$ cat src/smacr_defs.svh
// Field positions, reset value and timing counts for the config register
`ifndef SMACR_DEFS_SVH
`define SMACR_DEFS_SVH
`define SMACR_RESET_VAL 16'hAA90
`define SMACR_POS_UV_MSB 15
`define SMACR_POS_UV_LSB 14
`define SMACR_POS_OV_MSB 13
`define SMACR_POS_OV_LSB 12
`define SMACR_NEG_UV_MSB 11
`define SMACR_NEG_UV_LSB 10
`define SMACR_NEG_OV_MSB 9
`define SMACR_NEG_OV_LSB 8
`define SMACR_ADC_EN_BIT 7
`define SMACR_MODE_MSB 6
`define SMACR_MODE_LSB 5
`define SMACR_DLY_MSB 4
`define SMACR_DLY_LSB 3
`define SMACR_FLT_RPT_BIT 2
`define SMACR_FSS_MSB 1
`define SMACR_FSS_LSB 0
`define SMACR_CLK_PERIOD_PS 8000
`define SMACR_DLY_STEP_NS 280
`define SMACR_DLY_STEP_CYC ((`SMACR_DLY_STEP_NS * 1000 + \
  `SMACR_CLK_PERIOD_PS - 1) / `SMACR_CLK_PERIOD_PS)
`endif

$ cat src/smacr_pkg.sv
// Types for the supply lockout and converter configuration register
package smacr_pkg;
  typedef enum logic [1:0] {
    SMACR_ALIGN_CENTER = 2'h0,
    SMACR_ALIGN_EDGE = 2'h1,
    SMACR_ALIGN_HYBRID = 2'h2,
    SMACR_ALIGN_RSVD = 2'h3
  } smacr_align_t;
  typedef enum logic [1:0] {
    SMACR_FS_LOW = 2'h0,
    SMACR_FS_HIGH = 2'h1,
    SMACR_FS_HIZ = 2'h2,
    SMACR_FS_NONE = 2'h3
  } smacr_fs_t;
  typedef struct packed {
    logic [1:0] pos_supply_undervolt_threshold;
    logic [1:0] pos_supply_overvolt_threshold;
    logic [1:0] neg_supply_undervolt_threshold;
    logic [1:0] neg_supply_overvolt_threshold;
    logic converter_sampling_enable;
    smacr_align_t converter_sampling_alignment;
    logic [1:0] converter_sample_point_delay;
    logic converter_fault_report_enable;
    smacr_fs_t converter_fault_output_state;
  } smacr_cfg_t;
  typedef struct packed {
    logic source_drive_o;
    logic source_oe_b;
    logic sink_drive_o;
    logic sink_oe_b;
  } smacr_gate_t;
endpackage

$ cat src/smacr_cfg_store.sv
// Sixteen-bit configuration storage with registered read data
`timescale 1ns/1ps
`include "smacr_defs.svh"
module smacr_cfg_store
  import smacr_pkg::*;
(
  input wire logic core_clk_i,
  input wire logic rst_b_i,
  input wire logic wr_en_i,
  input wire logic [15:0] wr_data_i,
  output smacr_cfg_t cfg_o,
  output logic [15:0] rd_data_o
);
  logic [15:0] cfg_q;
  always_ff @(posedge core_clk_i or negedge rst_b_i)
  begin
    if (!rst_b_i)
      cfg_q <= `SMACR_RESET_VAL;
    else if (wr_en_i)
      cfg_q <= wr_data_i;
  end
  always_ff @(posedge core_clk_i or negedge rst_b_i)
  begin
    if (!rst_b_i)
      rd_data_o <= `SMACR_RESET_VAL;
    else if (wr_en_i)
      rd_data_o <= wr_data_i;
  end
  assign cfg_o = smacr_cfg_t'(cfg_q);
endmodule // smacr_cfg_store

$ cat src/smacr_top.sv
// Supply lockout thresholds and converter sampling/fault configuration
// Functional notes
// - Positive supply undervoltage code, bits 15-14, reset 2
// - Positive supply overvoltage code, bits 13-12, reset 2
// - Negative supply undervoltage code, bits 11-10, reset 2
// - Negative supply overvoltage code, bits 9-8, reset 2
// - Bit 7 enables sampling; bits 6-5 alignment, 3 reserved
// - Bits 4-3 set sample delay 280 to 1120 ns
// - Bit 2 routes converter fault to alarm output
// - Bits 1-0 force gate outputs during converter fault
`timescale 1ns/1ps
`include "smacr_defs.svh"
module smacr_top
  import smacr_pkg::*;
(
  input wire logic core_clk_i,
  input wire logic rst_b_i,
  input wire logic cfg_wr_i,
  input wire logic [15:0] cfg_wdata_i,
  output logic [15:0] cfg_rdata_o,
  input wire logic pwm_in_i,
  input wire logic conv_fault_i,
  output logic primary_fault_alarm_out_b_o,
  output smacr_gate_t gate_o,
  output logic conv_sample_o,
  output logic [1:0] pos_supply_undervolt_threshold_o,
  output logic [1:0] pos_supply_overvolt_threshold_o,
  output logic [1:0] neg_supply_undervolt_threshold_o,
  output logic [1:0] neg_supply_overvolt_threshold_o,
  output logic [1:0] converter_sampling_alignment_o
);
  import smacr_pkg::*;
  localparam int STEP = `SMACR_DLY_STEP_CYC;
  smacr_cfg_t cfg;
  logic [15:0] rdata;
  logic [1:0] pwm_sync_q;
  logic [1:0] flt_sync_q;
  logic pwm_prev_q;
  logic [8:0] dly_cnt_q;
  logic dly_run_q;
  logic [8:0] dly_target;

  smacr_cfg_store u_store (
    .core_clk_i(core_clk_i),
    .rst_b_i(rst_b_i),
    .wr_en_i(cfg_wr_i),
    .wr_data_i(cfg_wdata_i),
    .cfg_o(cfg),
    .rd_data_o(rdata)
  );

  // Pin inputs are asynchronous; two stages before any logic looks at them
  always_ff @(posedge core_clk_i or negedge rst_b_i)
  begin
    if (!rst_b_i)
    begin
      pwm_sync_q <= 2'h0;
      flt_sync_q <= 2'h0;
      pwm_prev_q <= 1'b0;
    end
    else
    begin
      pwm_sync_q <= {pwm_sync_q[0], pwm_in_i};
      flt_sync_q <= {flt_sync_q[0], conv_fault_i};
      pwm_prev_q <= pwm_sync_q[1];
    end
  end

  always_ff @(posedge core_clk_i or negedge rst_b_i)
  begin
    if (!rst_b_i)
      cfg_rdata_o <= `SMACR_RESET_VAL;
    else
      cfg_rdata_o <= cfg_wr_i ? cfg_wdata_i : rdata;
  end

  // Threshold codes pass one register on the way to the analog comparators
  always_ff @(posedge core_clk_i or negedge rst_b_i)
  begin
    if (!rst_b_i)
    begin
      pos_supply_undervolt_threshold_o <= 2'h2;
      pos_supply_overvolt_threshold_o <= 2'h2;
      neg_supply_undervolt_threshold_o <= 2'h2;
      neg_supply_overvolt_threshold_o <= 2'h2;
      converter_sampling_alignment_o <= 2'h0;
    end
    else
    begin
      pos_supply_undervolt_threshold_o <=
        cfg.pos_supply_undervolt_threshold;
      pos_supply_overvolt_threshold_o <=
        cfg.pos_supply_overvolt_threshold;
      neg_supply_undervolt_threshold_o <=
        cfg.neg_supply_undervolt_threshold;
      neg_supply_overvolt_threshold_o <=
        cfg.neg_supply_overvolt_threshold;
      // Reserved code is passed through; software must not write it
      converter_sampling_alignment_o <=
        cfg.converter_sampling_alignment;
    end
  end

  // Delay counts whole cycles rounded up: 35 cycles per 280 ns step
  assign dly_target = 9'(STEP * (int'(cfg.converter_sample_point_delay)
    + 1));

  always_ff @(posedge core_clk_i or negedge rst_b_i)
  begin
    if (!rst_b_i)
    begin
      dly_cnt_q <= 9'h000;
      dly_run_q <= 1'b0;
      conv_sample_o <= 1'b0;
    end
    else
    begin
      conv_sample_o <= 1'b0;
      if (!cfg.converter_sampling_enable)
      begin
        dly_run_q <= 1'b0;
        dly_cnt_q <= 9'h000;
      end
      else if (pwm_sync_q[1] && !pwm_prev_q)
      begin
        dly_run_q <= 1'b1;
        dly_cnt_q <= 9'h001;
      end
      else if (dly_run_q)
      begin
        if (dly_cnt_q >= dly_target)
        begin
          dly_run_q <= 1'b0;
          conv_sample_o <= 1'b1;
        end
        else
          dly_cnt_q <= dly_cnt_q + 9'h001;
      end
    end
  end

  // Alarm pin is active low
  always_ff @(posedge core_clk_i or negedge rst_b_i)
  begin
    if (!rst_b_i)
      primary_fault_alarm_out_b_o <= 1'b1;
    else
      primary_fault_alarm_out_b_o <=
        !(flt_sync_q[1] && cfg.converter_fault_report_enable);
  end

  // Fault overrides gate drive; enables are low while driving
  always_ff @(posedge core_clk_i or negedge rst_b_i)
  begin
    if (!rst_b_i)
      gate_o <= '{1'b0, 1'b1, 1'b0, 1'b1};
    else if (!flt_sync_q[1])
      gate_o <= '{1'b0, 1'b1, 1'b0, 1'b1};
    else
    begin
      case (cfg.converter_fault_output_state)
        SMACR_FS_LOW: gate_o <= '{1'b0, 1'b1, 1'b0, 1'b0};
        SMACR_FS_HIGH: gate_o <= '{1'b1, 1'b0, 1'b0, 1'b1};
        SMACR_FS_HIZ: gate_o <= '{1'b0, 1'b1, 1'b0, 1'b1};
        default: gate_o <= '{1'b0, 1'b1, 1'b0, 1'b1};
      endcase
    end
  end
endmodule // smacr_top

$ cat config.mk
export PLATFORM = sky130hd
export DESIGN_NAME = smacr_top
export DESIGN_NICKNAME = d
export VERILOG_FILES = /design/src/smacr_pkg.sv /design/src/smacr_cfg_store.sv /design/src/smacr_top.sv
export VERILOG_INCLUDE_DIRS = /design/src /design/src/src
export SDC_FILE = /design/constraint.sdc
export NUM_CORES = 1
export LEC_CHECK = 0
export BUFFER_PORTS_ARGS = -buffer_cell sky130_fd_sc_hd__buf_4
export CORE_MARGIN = 4
export CORE_UTILIZATION = 30
export CTS_BUF_LIST = sky130_fd_sc_hd__clkbuf_8
export DETAILED_ROUTE_END_ITERATION = 16
export GPL_ROUTABILITY_DRIVEN = 0
export HOLD_SLACK_MARGIN = 0.15
export SLEW_MARGIN = 20
export SYNTH_ARGS = -nofsm -noshare
export SYNTH_HDL_FRONTEND = slang
export SYNTH_HIERARCHICAL = 1
export SYNTH_SLANG_ARGS = --single-unit
$ cat constraint.sdc
create_clock -name core_clk_i -period 2.25 [get_ports core_clk_i]
set_input_delay 0.45 -clock core_clk_i [delete_from_list [all_inputs] [get_ports core_clk_i]]
set_output_delay 0.45 -clock core_clk_i [all_outputs]
set_load 0.02 [all_outputs]
==> parameters.txt <==
Parameter                              Value

Clock network
  Clock transition at the registers of the reported paths    about 0.07 ns
  Cts bufs inserted    9
  Insertion delay to the later sink of the worst-skew pair    roughly 0.34 ns
  Depth of the CTS H-tree    3
  Root cell of the clock tree    sky130_fd_sc_hd__clkbuf_8
  TritonCTS clock tree    built
  Clock Tree Buf Depth    2
  Number of buffers inserted for hold repair after clock tree synthesis    0
  Clock tree sinks    62

Setup path
  Capturing element type of the critical path    register
  Critical Path RT    about 2.5 ns
  Maximum fanout encountered on the critical timing path    8
  Buf/Inv on CP    3
  Crit path max-delay family    compound AO/OA/AOI/OAI gates
  Arrival time reported for the critical path endpoint    about 2.6 ns
  Critical Path, Cell by Cell    inv_2, ha_4, inv_2, ha_4, a21o_1, a211oi_4, o21ai_4, buf_4, nor3_4, mux2i_1
  Startpoint type of the worst setup path    register
  Start-to-end type of the worst setup path    reg -> reg
  Flop-to-flop setup slack    -0.07 ns
  RR Startpoint    u_store/cfg_o[4]
  Cell at the slowest stage of the critical path    sky130_fd_sc_hd__dfstp_2
  CP max stage delay    around 0.55 ns
  Capture point of the worst reg-to-reg path    dly_cnt_q[6]
  Number of cell instances on the worst register-to-register path    10

Synthesis
  Leading register cell type out of synthesis    sky130_fd_sc_hd__dfrtp_1
  Area share of the largest cell type after synthesis    0.391
  Number of synthesized flops with an enable pin    0
  Dominant cell type by area after synthesis    sky130_fd_sc_hd__dfrtp_1
  Average cell area after synthesis    ~14 um2
  Fraction of the yosys area taken by sequential cells    0.573
  Area of the mapped netlist    2750 um2
  Netlist cell types    40
  Most used standard cell by instance count after synthesis    sky130_fd_sc_hd__dfrtp_1
  Yosys reg bits    62
  Leading post-synthesis cells by cell area    sky130_fd_sc_hd__dfrtp_1 (39%), sky130_fd_sc_hd__dfstp_2 (18%), sky130_fd_sc_hd__mux2_2 (9.0%), sky130_fd_sc_hd__ha_1 (5.9%), sky130_fd_sc_hd__mux2_4 (5.5%)
  Ys async rst share    1.00
  Number of warning messages in the yosys log    6
  Cell count after synthesis    ~200
  List of most frequent post-synthesis cells    sky130_fd_sc_hd__dfrtp_1 (43), sky130_fd_sc_hd__mux2_2 (22), sky130_fd_sc_hd__dfstp_2 (19), sky130_fd_sc_hd__buf_4 (17), sky130_fd_sc_hd__ha_1 (13)
  Number of nets in the synthesized netlist    between 200 and 250

Pwr
  Fraction of power consumed by sequential logic    0.474
  Cell-internal power    between 2000 and 2500 uW
  Power, Total    around 2700 uW
  Net Sw Power    approximately 690 uW
  Power share of the clock group    0.365
  Sw frac    0.255
  Share of power burned in combinational logic    0.161
  Max IR drop VDD    515 uV
  Static leakage power    around 0.0016 uW
  Power Dens Cells    759 nW/um2

Timing
  Worst Max-Slew Pin Slew    around 0.75 ns
  Setup_tns    -0.275 ns
  Final hold slack    between 0.15 and 0.2 ns
  Highest clock frequency the design can meet    0.430 GHz
  Skew final    between 0.006 and 0.007 ns
  PnR worst setup slack    -0.0737 ns
  Final cycle utilization of the critical path    1.03
  Number of setup violations in the final report    6
  Worst slew margin relative to its limit    0.502
  Final critical-path required period    between 2 and 2.5 ns
  Setup repair after global routing missed its margin    true
  Final Hold Violating Endpoints    0
  Final-report max-slew violation count    0

Floorplanning
  Floorplan die area    approximately 11000 um2
  DIE WIDTH    roughly 100 um
  Standard-cell row count    34
  Number of primary I/O pins    53
  Core area    just under 9000 um2
  DIE HEIGHT    104 um
  Effective utilization at floorplan    0.312

Place
  Input/output buffers    just over 50
  Cell Count Post-Placement    348
  HPWL after detailed placement    ~3500 um

Routing
  Total wire length after detailed routing    5140 um
  Count of routing violations after the opening detailed-route iteration    between 60 and 70
  DR vias    1682
  Detailed-route vias per instance    between 4 and 5
  Drt drc    0
  1st-pass router iterations    4
  Detailed-route wire length per cell    around 14 um
  Antenna Violating Nets Remaining    0

Hold path
  Worst min-delay path category    in -> async

Finish
  Share of final-layout standard cells stronger than drive strength 1    0.564
  Post-route insts no fill    between 300 and 400
  Number of nets in the layout    a little under 300
  Antenna Diode Count    0
  Relative area change from synthesis to final layout    29.1%

Global routing
  Maximum number of pins on one net before global-route repair    63
  GRT Overall Usage    0.101
  Initial antenna violation count    0
  Wire length of the first global-routing pass    8740 um
  Number of global-route vias before repair    between 1500 and 2000
  GRT overflow    0

Job
  MaxCap Viol Count    0

Outcome
  Result of the run    finished with violations
  Violated checks    negative setup slack
==> cells in the final DEF (no fill, tap or decap), types with 5 or more instances in the layout <==
master / count
sky130_fd_sc_hd__mux2i_1: 6
sky130_fd_sc_hd__clkbuf_8: 11
sky130_fd_sc_hd__inv_1: 7
sky130_fd_sc_hd__or3_1: 5
sky130_fd_sc_hd__mux2_2: 22
sky130_fd_sc_hd__ha_1: 10
sky130_fd_sc_hd__dfrtp_1: 43
sky130_fd_sc_hd__nand2_1: 12
sky130_fd_sc_hd__dfstp_2: 19
sky130_fd_sc_hd__mux2_4: 10
sky130_fd_sc_hd__buf_4: 68
==> layer usage <==
layer	routed length (um)	GRT usage
met5	0	0
met4	99	0.0456
met3	501	0.0516
met2	2350	0.152
met1	2190	0.119
==> power by group through the flow <==
stage               registers, uW  clock network (uW)  logic [uW]
CTS                          1280                1020         432
finish                       1280                 984         433
global route                 1290                1070         474
global placement             1300                   0         416
detailed placement           1300                   0         421
floorplan                    1360                   0         214
==> through the flow <==
step	util	worst slack, ns	area, um2
floorplan	-	-0.0550	2790
global route	0.403	-0.192	3550
detailed placement	0.363	-0.121	3200
CTS	0.392	-0.131	3450
finish	0.403	-0.0737	3550
global placement	0.363	-0.0491	3200
==> registers in the layout, summed over array words and instances (netlist names) <==
| signal | flops |
|---|---|
| cfg_rdata_o | 16 |
| conv_sample_o | 1 |
| converter_sampling_alignment_o | 2 |
| dly_cnt_q | 9 |
| dly_run_q | 1 |
| flt_sync_q | 2 |
| gate_o | 3 |
| neg_supply_overvolt_threshold_o | 2 |
| neg_supply_undervolt_threshold_o | 2 |
| pos_supply_overvolt_threshold_o | 2 |
| pos_supply_undervolt_threshold_o | 2 |
| primary_fault_alarm_out_b_o | 1 |
| pwm_prev_q | 1 |
| pwm_sync_q | 2 |
| u_store/cfg_o | 16 |
==> layout make-up <==
| type | instances | area (um2) |
|---|---|---|
| clock inverters | 5 | 50.0 |
| inverters | 8 | 30.0 |
| well taps | 108 | 135 |
| repair buffers | 69 | 522 |
| fillers | 810 | 5260 |
| flip-flops and latches | 62 | 1580 |
| multi-input cells | 109 | 1090 |
| clock buffers | 11 | 151 |
==> worst max-delay path by stage <==
| stage | from | endpoint | slack (ns) | depth (start not counted) |
|---|---|---|---|---|
| after floorplan | u_store/cfg_o[4] | dly_cnt_q[3] | -0.05 | 10 |
| after global placement | u_store/cfg_o[4] | dly_cnt_q[3] | -0.05 | 9 |
| after detailed placement | u_store/cfg_o[4] | dly_cnt_q[7] | -0.12 | 10 |
| after CTS | u_store/cfg_o[4] | dly_cnt_q[3] | -0.13 | 9 |
| after global routing | u_store/cfg_o[4] | dly_cnt_q[3] | -0.19 | 9 |
| final | u_store/cfg_o[4] | dly_cnt_q[6] | -0.07 | 10 |
==> what timing repair did <==
action                     CTS  global route
setup endpoints to repair    8            10
gates cloned                 0             0
buffers inserted             2             6
pin swaps                    5             7
resized for setup            6             9
==> cells by family after synthesis <==
kind of cell	synth area share
AO/OA/AOI/OAI	0.0387
XOR/XNOR	0.00319
adder cells (fa/ha/maj)	0.0592
buffers and inverters	0.0765
flip-flops	0.573
multiplexers	0.167
other	0.00136
AND/OR/NAND/NOR	0.0815
No activity file was read; power rests on OpenSTA's default activity.
